**src/hdl/cms_pkg.sv**
```systemverilog
// Constants, types and helpers shared by the CPU clock mode selector
`default_nettype none

package cms_pkg;

  // -------------------------------------------------------------------------
  // Strap codes
  // -------------------------------------------------------------------------
  localparam logic [2:0] STRAP_X4       = 3'h7;
  localparam logic [2:0] STRAP_X3       = 3'h6;
  localparam logic [2:0] STRAP_X2       = 3'h5;
  localparam logic [2:0] STRAP_X5       = 3'h4;
  localparam logic [2:0] STRAP_DIRECT   = 3'h3;
  localparam logic [2:0] STRAP_X1P5     = 3'h2;
  localparam logic [2:0] STRAP_PRESCALE = 3'h1;
  localparam logic [2:0] STRAP_X2P5     = 3'h0;

  // -------------------------------------------------------------------------
  // Multiplication factors, held as twice the factor
  // -------------------------------------------------------------------------
  localparam logic [3:0] FX2_X1   = 4'h2;
  localparam logic [3:0] FX2_X1P5 = 4'h3;
  localparam logic [3:0] FX2_X2   = 4'h4;
  localparam logic [3:0] FX2_X2P5 = 4'h5;
  localparam logic [3:0] FX2_X3   = 4'h6;
  localparam logic [3:0] FX2_X4   = 4'h8;
  localparam logic [3:0] FX2_X5   = 4'ha;

  // -------------------------------------------------------------------------
  // Positions of the synchronised pins and timing
  // -------------------------------------------------------------------------
  localparam int         SYNC_W       = 5;
  localparam int         POS_OSC      = 0;
  localparam int         POS_WDOG     = 1;
  localparam int         POS_STRAP_LO = 2;
  localparam int         POS_STRAP_HI = 4;
  localparam int         CLK_PERIOD_NS = 5;
  localparam logic [1:0] STRAP_SETTLE = 2'h2;
  localparam int         PLL_GAIN_SHIFT = 2;
  localparam logic [1:0] WIN_RESET = 2'h0;

  typedef enum logic [1:0]
  {
    CMS_WAIT     = 2'b00,
    CMS_DIRECT   = 2'b01,
    CMS_PLL      = 2'b11,
    CMS_PRESCALE = 2'b10
  } cms_mode_t;

  // Factor (x2) selected by a strap code
  function automatic logic [3:0] strap_factor_x2(input logic [2:0] code);
    logic [3:0] f;
    f = FX2_X4;
    unique case (code)
      STRAP_X4:       f = FX2_X4;
      STRAP_X3:       f = FX2_X3;
      STRAP_X2:       f = FX2_X2;
      STRAP_X5:       f = FX2_X5;
      STRAP_X1P5:     f = FX2_X1P5;
      STRAP_X2P5:     f = FX2_X2P5;
      STRAP_DIRECT:   f = FX2_X1;
      STRAP_PRESCALE: f = FX2_X1;
    endcase
    return f;
  endfunction

endpackage

`default_nettype wire

```
**src/hdl/cms_sync.sv**
```systemverilog
// Two-stage synchroniser for asynchronous pin inputs
`default_nettype none

module cms_sync #(
  parameter int W = 1
) (
  input  wire logic         clk,    // System clock
  input  wire logic         rst_n,  // Asynchronous reset, active low
  input  wire logic         ce,     // Clock enable
  input  wire logic [W-1:0] d,      // Asynchronous inputs
  output logic      [W-1:0] q       // Synchronised outputs
);

  logic [W-1:0] meta_reg;

  always_ff @(posedge clk or negedge rst_n)
  begin
    if (!rst_n)
    begin
      meta_reg <= '0;
      q        <= '0;
    end
    else if (ce)
    begin
      meta_reg <= d;
      q        <= meta_reg;
    end
  end

endmodule

`default_nettype wire

```
**src/hdl/cms_clock_mode_select.sv**
```systemverilog
// CPU clock generator whose mode is chosen by strap pins just after reset release
// Operation
// - CPU clock edges of both kinds flagged; half period is the basic timing unit
// - Mode taken from three strap pins, port-0 bits fifteen to thirteen, just after reset release
// - Codes 111 x4, 110 x3, 101 x2, 100 x5, 010 x1.5, 000 x2.5
// - Code 001 divides oscillator by two; each half period is one oscillator period
// - Code 011 turns the multiplier off and passes oscillator straight through
// - Watchdog enable pin low forces direct drive instead of any multiplier mode
// - Direct drive: two consecutive half periods always equal one oscillator period
// - All other codes run the multiplier: CPU clock is oscillator times factor
// - Multiplier resyncs every factor-count, rounded up, of input transitions, adjusting gradually
`default_nettype none

module cms_clock_mode_select #(
  parameter int CNT_W = 16
) (
  input  wire logic             clk,                     // System clock, 200 MHz
  input  wire logic             rst_n,                   // Asynchronous reset, active low
  input  wire logic             ce,                      // Clock enable, freezes all state
  input  wire logic             osc_in_pin,              // Oscillator input pin
  input  wire logic             osc_watchdog_enable_pin, // Low forces direct drive unless code is 001
  input  wire logic [2:0]       clock_mode_strap_pins,   // Mode strap pins
  output logic                  cpu_clk,                 // Generated CPU clock level
  output logic                  cpu_edge,                // Pulse after each CPU clock edge
  output logic                  cpu_rise,                // Pulse after a rising CPU edge
  output logic                  pll_enable,              // Multiplier running
  output logic                  direct_drive,            // Direct drive active
  output logic                  prescale_active,         // Divide-by-two active
  output logic                  mode_latched,            // Mode captured after reset
  output logic [2:0]            clock_mode_strap_bits,   // Latched strap code
  output logic [3:0]            pll_factor_x2            // Twice the active factor
);

  // -------------------------------------------------------------------------
  // Pin synchronisation
  // -------------------------------------------------------------------------
  logic [cms_pkg::SYNC_W-1:0] sync_q;
  logic                       osc_s;
  logic                       wdog_s;
  logic [2:0]                 strap_s;

  cms_sync #(
    .W (cms_pkg::SYNC_W)
  ) u_sync (
    .clk   (clk),
    .rst_n (rst_n),
    .ce    (ce),
    .d     ({clock_mode_strap_pins, osc_watchdog_enable_pin, osc_in_pin}),
    .q     (sync_q)
  );

  assign osc_s   = sync_q[cms_pkg::POS_OSC];
  assign wdog_s  = sync_q[cms_pkg::POS_WDOG];
  assign strap_s = sync_q[cms_pkg::POS_STRAP_HI:cms_pkg::POS_STRAP_LO];

  // -------------------------------------------------------------------------
  // Mode capture after reset release
  // -------------------------------------------------------------------------
  cms_pkg::cms_mode_t mode_reg;
  logic [1:0]         settle_reg;
  logic [2:0]         strap_reg;
  logic [3:0]         fx2_reg;
  cms_pkg::cms_mode_t mode_next;

  always_comb
  begin
    if (strap_s == cms_pkg::STRAP_PRESCALE)
      mode_next = cms_pkg::CMS_PRESCALE;
    else if (strap_s == cms_pkg::STRAP_DIRECT || !wdog_s)
      mode_next = cms_pkg::CMS_DIRECT;
    else
      mode_next = cms_pkg::CMS_PLL;
  end

  // Waits for the synchroniser to fill, then captures once
  always_ff @(posedge clk or negedge rst_n)
  begin
    if (!rst_n)
    begin
      settle_reg <= 2'h0;
      mode_reg   <= cms_pkg::CMS_WAIT;
      strap_reg  <= 3'h0;
      fx2_reg    <= 4'h0;
    end
    else if (ce && mode_reg == cms_pkg::CMS_WAIT)
    begin
      if (settle_reg == cms_pkg::STRAP_SETTLE)
      begin
        mode_reg  <= mode_next;
        strap_reg <= strap_s;
        fx2_reg   <= (mode_next == cms_pkg::CMS_PLL) ?
                     cms_pkg::strap_factor_x2(strap_s) : cms_pkg::FX2_X1;
      end
      else
      begin
        settle_reg <= settle_reg + 2'h1;
      end
    end
  end

  // -------------------------------------------------------------------------
  // Oscillator transition detect
  // -------------------------------------------------------------------------
  logic osc_d_reg;
  logic osc_tr;
  logic osc_rise;

  always_ff @(posedge clk or negedge rst_n)
  begin
    if (!rst_n)
      osc_d_reg <= 1'b0;
    else if (ce)
      osc_d_reg <= osc_s;
  end

  assign osc_tr   = osc_s ^ osc_d_reg;
  assign osc_rise = osc_s & ~osc_d_reg;

  // -------------------------------------------------------------------------
  // Multiplier: fractional divider locked to the oscillator
  // -------------------------------------------------------------------------
  // Per clk the accumulator gains fx2*W and pays out thr per CPU edge.
  // thr tracks 2*M, M being clk cycles across W oscillator transitions,
  // so the edge rate is fx2 per oscillator period, free of any divider.
  logic [2:0]       win_len;
  logic [5:0]       step;
  logic [2:0]       tr_cnt_reg;
  logic [CNT_W-1:0] win_cyc_reg;
  logic [CNT_W:0]   thr_reg;
  logic [CNT_W:0]   acc_reg;
  logic [CNT_W:0]   acc_sum;
  logic [CNT_W:0]   target;
  logic             win_end;
  logic             pll_tick;

  assign win_len  = 3'((fx2_reg + 4'h1) >> 1);
  assign step     = 6'(fx2_reg) * 6'(win_len);
  assign win_end  = osc_tr && (tr_cnt_reg == win_len - 3'h1);
  assign target   = {win_cyc_reg + CNT_W'(1), 1'b0};
  assign acc_sum  = acc_reg + (CNT_W+1)'(step);
  assign pll_tick = (mode_reg == cms_pkg::CMS_PLL) && (acc_sum >= thr_reg);

  // Moves thr a fraction of the error per window, never a jump
  function automatic logic [CNT_W:0] slew(input logic [CNT_W:0] cur,
                                          input logic [CNT_W:0] tgt);
    logic [CNT_W:0] diff;
    diff = '0;
    if (tgt > cur)
    begin
      diff = (tgt - cur) >> cms_pkg::PLL_GAIN_SHIFT;
      return cur + ((diff == '0) ? (CNT_W+1)'(1) : diff);
    end
    else if (tgt < cur)
    begin
      diff = (cur - tgt) >> cms_pkg::PLL_GAIN_SHIFT;
      return cur - ((diff == '0) ? (CNT_W+1)'(1) : diff);
    end
    return cur;
  endfunction

  // Window counting and resynchronisation
  always_ff @(posedge clk or negedge rst_n)
  begin
    if (!rst_n)
    begin
      tr_cnt_reg  <= 3'h0;
      win_cyc_reg <= '0;
      thr_reg     <= '1;
    end
    else if (ce && mode_reg == cms_pkg::CMS_PLL)
    begin
      if (win_end)
      begin
        tr_cnt_reg  <= 3'(cms_pkg::WIN_RESET);
        win_cyc_reg <= '0;
        thr_reg     <= slew(thr_reg, target);
      end
      else
      begin
        if (osc_tr)
          tr_cnt_reg <= tr_cnt_reg + 3'h1;
        if (win_cyc_reg != '1)
          win_cyc_reg <= win_cyc_reg + CNT_W'(1);
      end
    end
  end

  // Phase accumulator; saturates to one edge per clk when too fast
  always_ff @(posedge clk or negedge rst_n)
  begin
    if (!rst_n)
      acc_reg <= '0;
    else if (ce && mode_reg == cms_pkg::CMS_PLL)
    begin
      if (pll_tick)
        acc_reg <= (acc_sum - thr_reg >= thr_reg) ? '0 : acc_sum - thr_reg;
      else
        acc_reg <= acc_sum;
    end
  end

  // -------------------------------------------------------------------------
  // CPU clock output
  // -------------------------------------------------------------------------
  logic cpu_clk_next;

  always_comb
  begin
    cpu_clk_next = cpu_clk;
    unique case (mode_reg)
      cms_pkg::CMS_WAIT:     cpu_clk_next = 1'b0;
      cms_pkg::CMS_DIRECT:   cpu_clk_next = osc_s;
      cms_pkg::CMS_PRESCALE: cpu_clk_next = cpu_clk ^ osc_rise;
      cms_pkg::CMS_PLL:      cpu_clk_next = cpu_clk ^ pll_tick;
    endcase
  end

  always_ff @(posedge clk or negedge rst_n)
  begin
    if (!rst_n)
    begin
      cpu_clk  <= 1'b0;
      cpu_edge <= 1'b0;
      cpu_rise <= 1'b0;
    end
    else if (ce)
    begin
      cpu_clk  <= cpu_clk_next;
      cpu_edge <= cpu_clk_next ^ cpu_clk;
      cpu_rise <= cpu_clk_next & ~cpu_clk;
    end
  end

  // -------------------------------------------------------------------------
  // Status outputs
  // -------------------------------------------------------------------------
  always_ff @(posedge clk or negedge rst_n)
  begin
    if (!rst_n)
    begin
      pll_enable            <= 1'b0;
      direct_drive          <= 1'b0;
      prescale_active       <= 1'b0;
      mode_latched          <= 1'b0;
      clock_mode_strap_bits <= 3'h0;
      pll_factor_x2         <= 4'h0;
    end
    else if (ce)
    begin
      pll_enable            <= (mode_reg == cms_pkg::CMS_PLL);
      direct_drive          <= (mode_reg == cms_pkg::CMS_DIRECT);
      prescale_active       <= (mode_reg == cms_pkg::CMS_PRESCALE);
      mode_latched          <= (mode_reg != cms_pkg::CMS_WAIT);
      clock_mode_strap_bits <= strap_reg;
      pll_factor_x2         <= fx2_reg;
    end
  end

endmodule

`default_nettype wire

```
**config.mk**
```make
export PLATFORM = sky130hd
export DESIGN_NAME = cms_clock_mode_select
export DESIGN_NICKNAME = d
export VERILOG_FILES = /design/src/hdl/cms_pkg.sv /design/src/hdl/cms_sync.sv /design/src/hdl/cms_clock_mode_select.sv
export SDC_FILE = /design/constraint.sdc
export NUM_CORES = 1
export LEC_CHECK = 0
export ABC_AREA = 1
export CAP_MARGIN = 30
export CORE_MARGIN = 2
export CORE_UTILIZATION = 55
export DETAILED_ROUTE_END_ITERATION = 6
export DONT_BUFFER_PORTS = 1
export PLACE_DENSITY = 0.73
export SLEW_MARGIN = 30
export SYNTH_ARGS = -nofsm -noshare
export SYNTH_HDL_FRONTEND = slang
export SYNTH_HIERARCHICAL = 1
export SYNTH_SLANG_ARGS = --single-unit
```
**constraint.sdc**
```tcl
create_clock -name clk -period 6.9 [get_ports clk]
set_clock_uncertainty 0.15 [all_clocks]
set_input_delay 0.345 -clock clk [delete_from_list [all_inputs] [get_ports clk]]
set_output_delay 0.345 -clock clk [all_outputs]
set_load 0.02 [all_outputs]
```
==> results of run 1 <==
-- metal layers --
layer  vias to the layer above  share of wire, %  track usage (%)
li1                       4466                 -                -
met1                      4100                46            37.88
met2                       205                48            46.72
met3                        49               3.3            2.759
met4                         0               3.3            10.53
met5                         -                 0                0
-- per-stage QoR --
stage	cells	TNS, ns	hold WS (ns)	setup WS, ns
after floorplan	1354	0	-0.1006	0.4507
after global placement	1569	0	-0.09692	0.004373
after detailed placement	1569	-0.5245	-0.09739	-0.09235
after CTS	1595	0	0.001056	0.007198
after global routing	1612	-1.104	0.01633	-0.1196
final	1612	0	0.01689	0.2524
-- cell type report --
class / count / area [um^2] / share of cell area, %
Timing Repair Buffer: 43 / 365.4 / 3.489
Tap cell: 220 / 275.3 / 2.629
Sequential cell: 89 / 2251 / 21.50
Multi-Input combinational cell: 1035 / 6505 / 62.13
Inverter: 209 / 788.3 / 7.529
Clock buffer: 9 / 225.2 / 2.151
Clock inverter: 7 / 60.06 / 0.5736
-- worst max path at each step --
| stage | from | to | slack [ns] |
|---|---|---|---|
| after floorplan | fx2_reg[1] | acc_reg[4] | 0.45 |
| after global placement | fx2_reg[1] | acc_reg[8] | 0.004 |
| after detailed placement | fx2_reg[1] | acc_reg[8] | -0.09 |
| after CTS | fx2_reg[0] | acc_reg[8] | 0.007 |
| after global routing | fx2_reg[1] | acc_reg[8] | -0.12 |
| final | fx2_reg[0] | acc_reg[14] | 0.25 |
-- cell usage after synthesis (7+ instances only) --
master / n / area (um^2)
dfstp_2: 17 / 446.7
buf_2: 8 / 40.04
nand2_1: 350 / 1314
o21ai_1: 10 / 50.05
nor2_1: 78 / 292.8
inv_1: 192 / 720.7
nand4_1: 23 / 143.9
o21ai_0: 95 / 475.5
clkbuf_1: 9 / 33.78
nand3_1: 62 / 310.3
nor2_2: 12 / 75.07
nor3_1: 15 / 75.07
nand2_2: 24 / 150.1
a21oi_1: 94 / 470.5
o22ai_1: 18 / 112.6
fa_1: 7 / 140.1
ha_1: 105 / 1314
dfrtp_1: 72 / 1802
xnor2_1: 19 / 166.4
inv_2: 16 / 60.06
xor2_1: 52 / 455.4
o21bai_1: 7 / 52.55
-- kinds of logic after synthesis --
| logic type | synth area share (%) |
|---|---|
| AO/OA/AOI/OAI | 15.15 |
| XOR/XNOR | 7.031 |
| adder cells (fa/ha/maj) | 15.62 |
| buffers and inverters | 9.625 |
| flip-flops | 24.16 |
| AND/OR/NAND/NOR | 28.42 |
-- timing repair --
item                                    4_1_cts  5_1_grt
hold endpoints to repair                    106        0
cloned                                        0        1
pin swaps                                     1       36
setup buffers                                 2       16
endpoints found under the setup margin       14       21
gates resized for setup                       7       86
hold buffers                                  8        0
==> flow_summary_export.csv, run 1 <==
group,metric,value,unit
timing,period_share,96.34,%
clock_tree,htree_levels,3,
critical_path,crit_type,"reg2reg",
timing,setup_viol,0,
critical_path,r2r_start,"fx2_reg[0]",
final_layout,synthToLayoutAreaGrowth,12.49,%
critical_path,cp-start-kind,"flop",
routing,wirelength,25320,um
critical_path,critPathBufInv,8,
global_routing,overflow,0,
floorplan,num_rows,47,
routing,wl_per_cell,15.71,um
global_routing,antenna_found_initial,0,
final_layout,nets,1507,
critical_path,cp_max_fo,5,
min_path,hold_end,"prescale_active",
placement,gp_congestion,0.9719,
min_path,min_delay_path_depth,2,
global_routing,grt_pass1_vias,8223,
clock_tree,cts_buffer_depth,2,
critical_path,cp.required,6.97,ns
final_layout,antenna_cells,0,
timing,fmaxAchievable,150.4,MHz
critical_path,path_depth,36,
timing,slew_headroom,46.36,%
routing,first_pass_iters,5,
clock_tree,clockRootBuffer,"clkbuf_16",
global_routing,grt_max_degree,90,
critical_path,cp-end-kind,"flop",
yosys,synth_area,9308,um^2
routing,postRouteAntennaNets,0,
final_layout,fill_cells,1522,
critical_path,reg2reg_slack,0.25,ns
clock_tree,clk_latency,0.35,ns
timing,finalCriticalPeriod,6.648,ns
clock_tree,cts.sinks,89,
floorplan,ioPinCount,22,
job,drv_cap,0,
min_path,hold_path_class,"in2reg",
clock_tree,numCtsBuffers,9,
floorplan,start_util,56.13,%
critical_path,cp.arrival,6.72,ns
placement,hpwl,19660,um
routing,first_iter_violations,692,
floorplan,die_h,134.1,um
clock_tree,cts_tree,"built",
routing,via_per_inst,5.471,
final_layout,drive_above_1_share,15.52,%
timing,max_slew.worst_pin.slew,0.8038,ns
yosys,synth.ff_latch_count,89,
yosys,ys_types,55,
timing,drv_slew,0,
critical_path,critPathSlowestCell,"fa_1",
final_layout,final_util,63.14,%
yosys,syn_avg_cell_area,6.874,um^2
routing,dr_total_vias,8820,
yosys,synth_edf_count,0,
global_routing,grt_pass1_wl,40250,um
yosys,synthCells,1354,
critical_path,r2r-end,"acc_reg[14]",
min_path,hp-start,"ce",
routing,drc_errors,0,
floorplan,die-area,17980,um^2
yosys,ys.flop_type,"dfrtp_1",
final_layout,layout_common_cells,"nand2_1, inv_1, ha_1",
floorplan,die_w,134.1,um
outcome,status,"complete, no violations",
placement,portBuffers,0,
critical_path,max_stage_delay,0.48,ns
yosys,ys_seq_area_share,24.16,%
floorplan,core_area,16580,um^2
critical_path,ff2ff_path_depth,36,
timing,hold_viol_final,0,
yosys,ys_warn_count,6,
yosys,syn-num-nets,1474,
yosys,async_flop_share,100.0,%
clock_tree,path_clk_slew,0.07,ns
final_layout,final_common_cell,"nand2_1",
global_routing,grt_util_all_layers,28.03,%
final_layout,stdcell_area,10470,um^2
placement,placed_area,9594,um^2
critical_path,crit_family,"adder cells",
Power of run 1 is left out: the tool's default activity adds up to more than one toggle a clock period on the data nets, which glitch-free logic cannot reach.
==> run 2: changes to the inputs <==
Settings changed: PLACE_DENSITY 0.73 to 0.85.
==> flow_summary_export.csv, run 2 (synthesis results as in run 1) <==
group,metric,value,unit
routing,wirelength,25020,um
timing,slew_headroom,51.71,%
floorplan,die-area,17980,um^2
clock_tree,path_clk_slew,0.07,ns
clock_tree,cts_tree,"built",
routing,first_pass_iters,5,
outcome,status,"complete, no violations",
critical_path,cp.required,6.97,ns
global_routing,overflow,0,
critical_path,cp-start-kind,"flop",
floorplan,core_area,16580,um^2
final_layout,synthToLayoutAreaGrowth,10.78,%
routing,dr_total_vias,8861,
routing,drc_errors,0,
placement,hpwl,19540,um
placement,gp_congestion,0.9777,
floorplan,die_w,134.1,um
floorplan,die_h,134.1,um
timing,drv_slew,0,
timing,fmaxAchievable,147.4,MHz
global_routing,grt_max_degree,90,
global_routing,grt_pass1_vias,8410,
critical_path,crit_type,"reg2reg",
timing,max_slew.worst_pin.slew,0.7220,ns
routing,top_layer_used,"met4",
min_path,hp-start,"ce",
placement,portBuffers,0,
final_layout,antenna_cells,0,
global_routing,antenna_found_initial,0,
critical_path,cp_max_fo,6,
clock_tree,cts_buffer_depth,2,
min_path,hold_end,"prescale_active",
min_path,hold_path_class,"in2reg",
final_layout,drive_above_1_share,14.04,%
clock_tree,htree_levels,3,
critical_path,cp-end-kind,"flop",
final_layout,final_common_cell,"nand2_1",
critical_path,reg2reg_slack,0.12,ns
routing,postRouteAntennaNets,0,
routing,wl_per_cell,15.62,um
critical_path,r2r_start,"fx2_reg[0]",
final_layout,final_util,62.18,%
min_path,min_delay_path_depth,2,
critical_path,cp.arrival,6.86,ns
clock_tree,clk_latency,0.36,ns
routing,wl_met1,10930,um
critical_path,r2r-end,"acc_reg[6]",
global_routing,grt_util_all_layers,27.71,%
timing,setup_viol,0,
timing,hold_viol_final,0,
timing,period_share,98.31,%
clock_tree,numCtsBuffers,9,
clock_tree,clockRootBuffer,"clkbuf_16",
floorplan,num_rows,47,
critical_path,max_stage_delay,0.50,ns
final_layout,nets,1497,
routing,first_iter_violations,651,
critical_path,ff2ff_path_depth,37,
timing,finalCriticalPeriod,6.783,ns
final_layout,layout_common_cells,"nand2_1, inv_1, ha_1",
critical_path,critPathBufInv,8,
critical_path,critPathSlowestCell,"fa_1",
routing,wl_met3,1237,um
routing,via_per_inst,5.531,
timing,timing.hold.ws,0.01228,ns
job,drv_cap,0,
floorplan,start_util,56.13,%
timing,tns,0,ns
critical_path,crit_family,"adder cells",
global_routing,grt_pass1_wl,40170,um
routing,wl_met2,12060,um
floorplan,ioPinCount,22,
clock_tree,cts.sinks,89,
run 2: cell count changes in the layout (fill, tap and decap cells not counted), sizes merged:
| cell | before | now |
|---|---|---|
| buf | 36 | 26 |
| clkinv | 1 | 2 |
| clkinvlp | 3 | 2 |
run 2: what timing repair did:
| action | in CTS | in global routing |
|---|---|---|
| buffers inserted | 1 | 6 |
| pin swaps | 1 | 17 |
| gates resized for setup | 3 | 64 |
| setup endpoints to repair | 10 | 23 |
| hold endpoints to repair | 106 | 0 |
| hold buffers | 8 | 0 |
run 2: cell type report:
class	count	area [um^2]
Fill cell	1509	6272
Multi-Input combinational cell	1035	6427
Clock inverter	7	60.06
Timing Repair Buffer	33	289.0
Inverter	209	784.5
Clock buffer	9	225.2
Sequential cell	89	2250
Tap cell	220	275.3
run 2: stage by stage:
step	instance area, um^2	std cells	setup WS (ns)
3_5_place_dp	9607	1571	-0.09831
2_1_floorplan	9308	1354	0.4507
3_3_place_gp	9607	1571	-0.02638
6_report	10310	1602	0.1165
4_1_cts	10000	1596	0.03579
5_1_grt	10310	1602	-0.2247
run 2: routing by layer:
layer  GRT usage (%)  up-vias
li1                -     4436
met1           36.90     4122
met2           46.61      255
met3           3.061       48
met4           10.41        0
met5               0        -
run 2: how the worst max path moves through the flow:
stage          startpoint           to  slack, ns  depth (start not counted)
4_1_cts        fx2_reg[0]  acc_reg[12]       0.04                         39
3_3_place_gp   fx2_reg[0]  acc_reg[16]      -0.03                         33
3_5_place_dp   fx2_reg[0]   acc_reg[9]       -0.1                         34
2_1_floorplan  fx2_reg[1]   acc_reg[4]       0.45                         37
5_1_grt        fx2_reg[0]   acc_reg[8]      -0.22                         37
6_report       fx2_reg[0]   acc_reg[6]       0.12                         37
Power of run 2 is left out for the same reason.
==> run 3: changes to the inputs <==
Settings changed: CORE_UTILIZATION 55 to 40, HOLD_SLACK_MARGIN set to 0.12, PLACE_DENSITY 0.85 to 0.68.
==> flow_summary_export.csv, run 3 (synthesis results as in run 1) <==
group,metric,value,unit
final_layout,drive_above_1_share,15.49,%
final_layout,fill_cells,2289,
clock_tree,clockRootBuffer,"clkbuf_16",
clock_tree,clk_latency,0.36,ns
critical_path,crit_type,"reg2reg",
routing,postRouteAntennaNets,0,
routing,wl_per_cell,15.13,um
critical_path,critPathSlowestCell,"fa_1",
timing,finalCriticalPeriod,6.577,ns
clock_tree,cts.sinks,89,
outcome,status,"complete, no violations",
routing,dr_total_vias,8710,
timing,drv_slew,0,
critical_path,cp.arrival,6.72,ns
routing,first_iter_violations,637,
floorplan,ioPinCount,22,
critical_path,path_common_cell,"nand2_1",
floorplan,die-area,24500,um^2
final_layout,final_common_cell,"nand2_1",
placement,hpwl,19960,um
routing,drc_errors,0,
final_layout,nets,1503,
timing,period_share,95.32,%
critical_path,r2r_start,"fx2_reg[0]",
global_routing,overflow,0,
critical_path,critPathBufInv,6,
clock_tree,cts_buffer_depth,2,
clock_tree,numCtsBuffers,9,
timing,slew_headroom,45.23,%
min_path,hp-start,"u_sync/meta_reg[4]",
clock_tree,htree_levels,3,
routing,via_per_inst,5.206,
critical_path,cp.required,7.04,ns
timing,fmaxAchievable,152.0,MHz
final_layout,layout_common_cells,"nand2_1, inv_1, ha_1",
placement,gp_congestion,0.9395,
min_path,hold_path_class,"reg2reg",
critical_path,cp-end-kind,"flop",
job,drv_cap,0,
timing,hold_viol_final,0,
global_routing,grt_max_degree,90,
global_routing,grt_pass1_wl,40630,um
final_layout,antenna_cells,0,
critical_path,cp-start-kind,"flop",
routing,wirelength,25310,um
timing,max_slew.worst_pin.slew,0.8189,ns
placement,portBuffers,0,
critical_path,crit_family,"adder cells",
global_routing,grt_pass1_vias,8150,
final_layout,regArea,2251,um^2
floorplan,start_util,40.99,%
final_layout,synthToLayoutAreaGrowth,14.37,%
clock_tree,cts_tree,"built",
final_layout,multi_input_area,6576,um^2
global_routing,antenna_found_initial,0,
floorplan,die_h,156.5,um
floorplan,core_area,22710,um^2
critical_path,max_stage_delay,0.50,ns
clock_tree,path_clk_slew,0.07,ns
timing,tns,0,ns
critical_path,critPathLaunch,"fx2_reg[0]",
routing,first_pass_iters,6,
critical_path,cp_max_fo,9,
floorplan,die_w,156.5,um
floorplan,num_rows,55,
global_routing,grt_util_all_layers,20.92,%
timing,setup_viol,0,
-- run 3: changes by cell type in the layout (fill, tap and decap cells not counted), moves of 3 or more --
cell | before | now
o21ai_0 | 87 | 76
o21ai_1 | 14 | 25
nand2_4 | 3 | 6
ha_1 | 98 | 93
buf_4 | 24 | 28
ha_4 | 6 | 9
a21oi_1 | 86 | 83
nor3_1 | 12 | 9
-- run 3: what timing repair did --
| item | in CTS | in global routing |
|---|---|---|
| buffers inserted | 0 | 13 |
| setup endpoints to repair | 13 | 23 |
| endpoints found under the hold margin | 108 | 0 |
| gates resized for setup | 7 | 97 |
| pin swaps | 0 | 31 |
| hold buffers | 8 | 0 |
-- run 3: tightest hold or removal path, stage by stage (launching register included) --
cell and delay [ns]:
dfrtp_1 0.34, nand2_1 0.05, nand2_1 0.04
-- run 3: per-stage QoR --
step | worst slack (ns) | hold slack (ns) | cells | util [%] | instance area, um^2
2_1_floorplan | 0.4507 | -0.1006 | 1354 | - | 9308
3_3_place_gp | 0.02710 | -0.09613 | 1636 | 42.66 | 9688
3_5_place_dp | -0.1092 | -0.09604 | 1636 | 42.67 | 9691
4_1_cts | 0.005661 | 0.3257 | 1660 | 44.66 | 10140
5_1_grt | -0.1509 | 0.3583 | 1673 | 46.88 | 10650
6_report | 0.3229 | 0.3223 | 1673 | 46.88 | 10650
-- run 3: layer usage --
metal	track usage, %	wire length (um)
met5	0	0
met1	29.13	11920
met4	7.864	782
met3	2.520	969
met2	33.27	11640
-- run 3: worst paths after layout --
check | end | slack, ns | depth (start not counted)
worst max-delay path | acc_reg[7] | 0.32 | 38
worst min-delay path | u_sync/meta_reg[4] | 0.32 | 2
worst max register to register | acc_reg[7] | 0.32 | 38
worst min register to register | u_sync/meta_reg[4] | 0.32 | 2
max in group asynchronous | fx2_reg[1] | 5.79 | 2
min in group asynchronous | cpu_rise | 0.42 | 2
-- run 3: area by class of cell --
type,instances,area share [%]
Timing Repair Buffer,39,3.209
Clock inverter,6,0.9050
Sequential cell,89,21.14
Inverter,209,7.370
Clock buffer,10,2.245
Multi-Input combinational cell,1035,61.78
Tap cell,285,3.350
Power of run 3 is left out for the same reason.
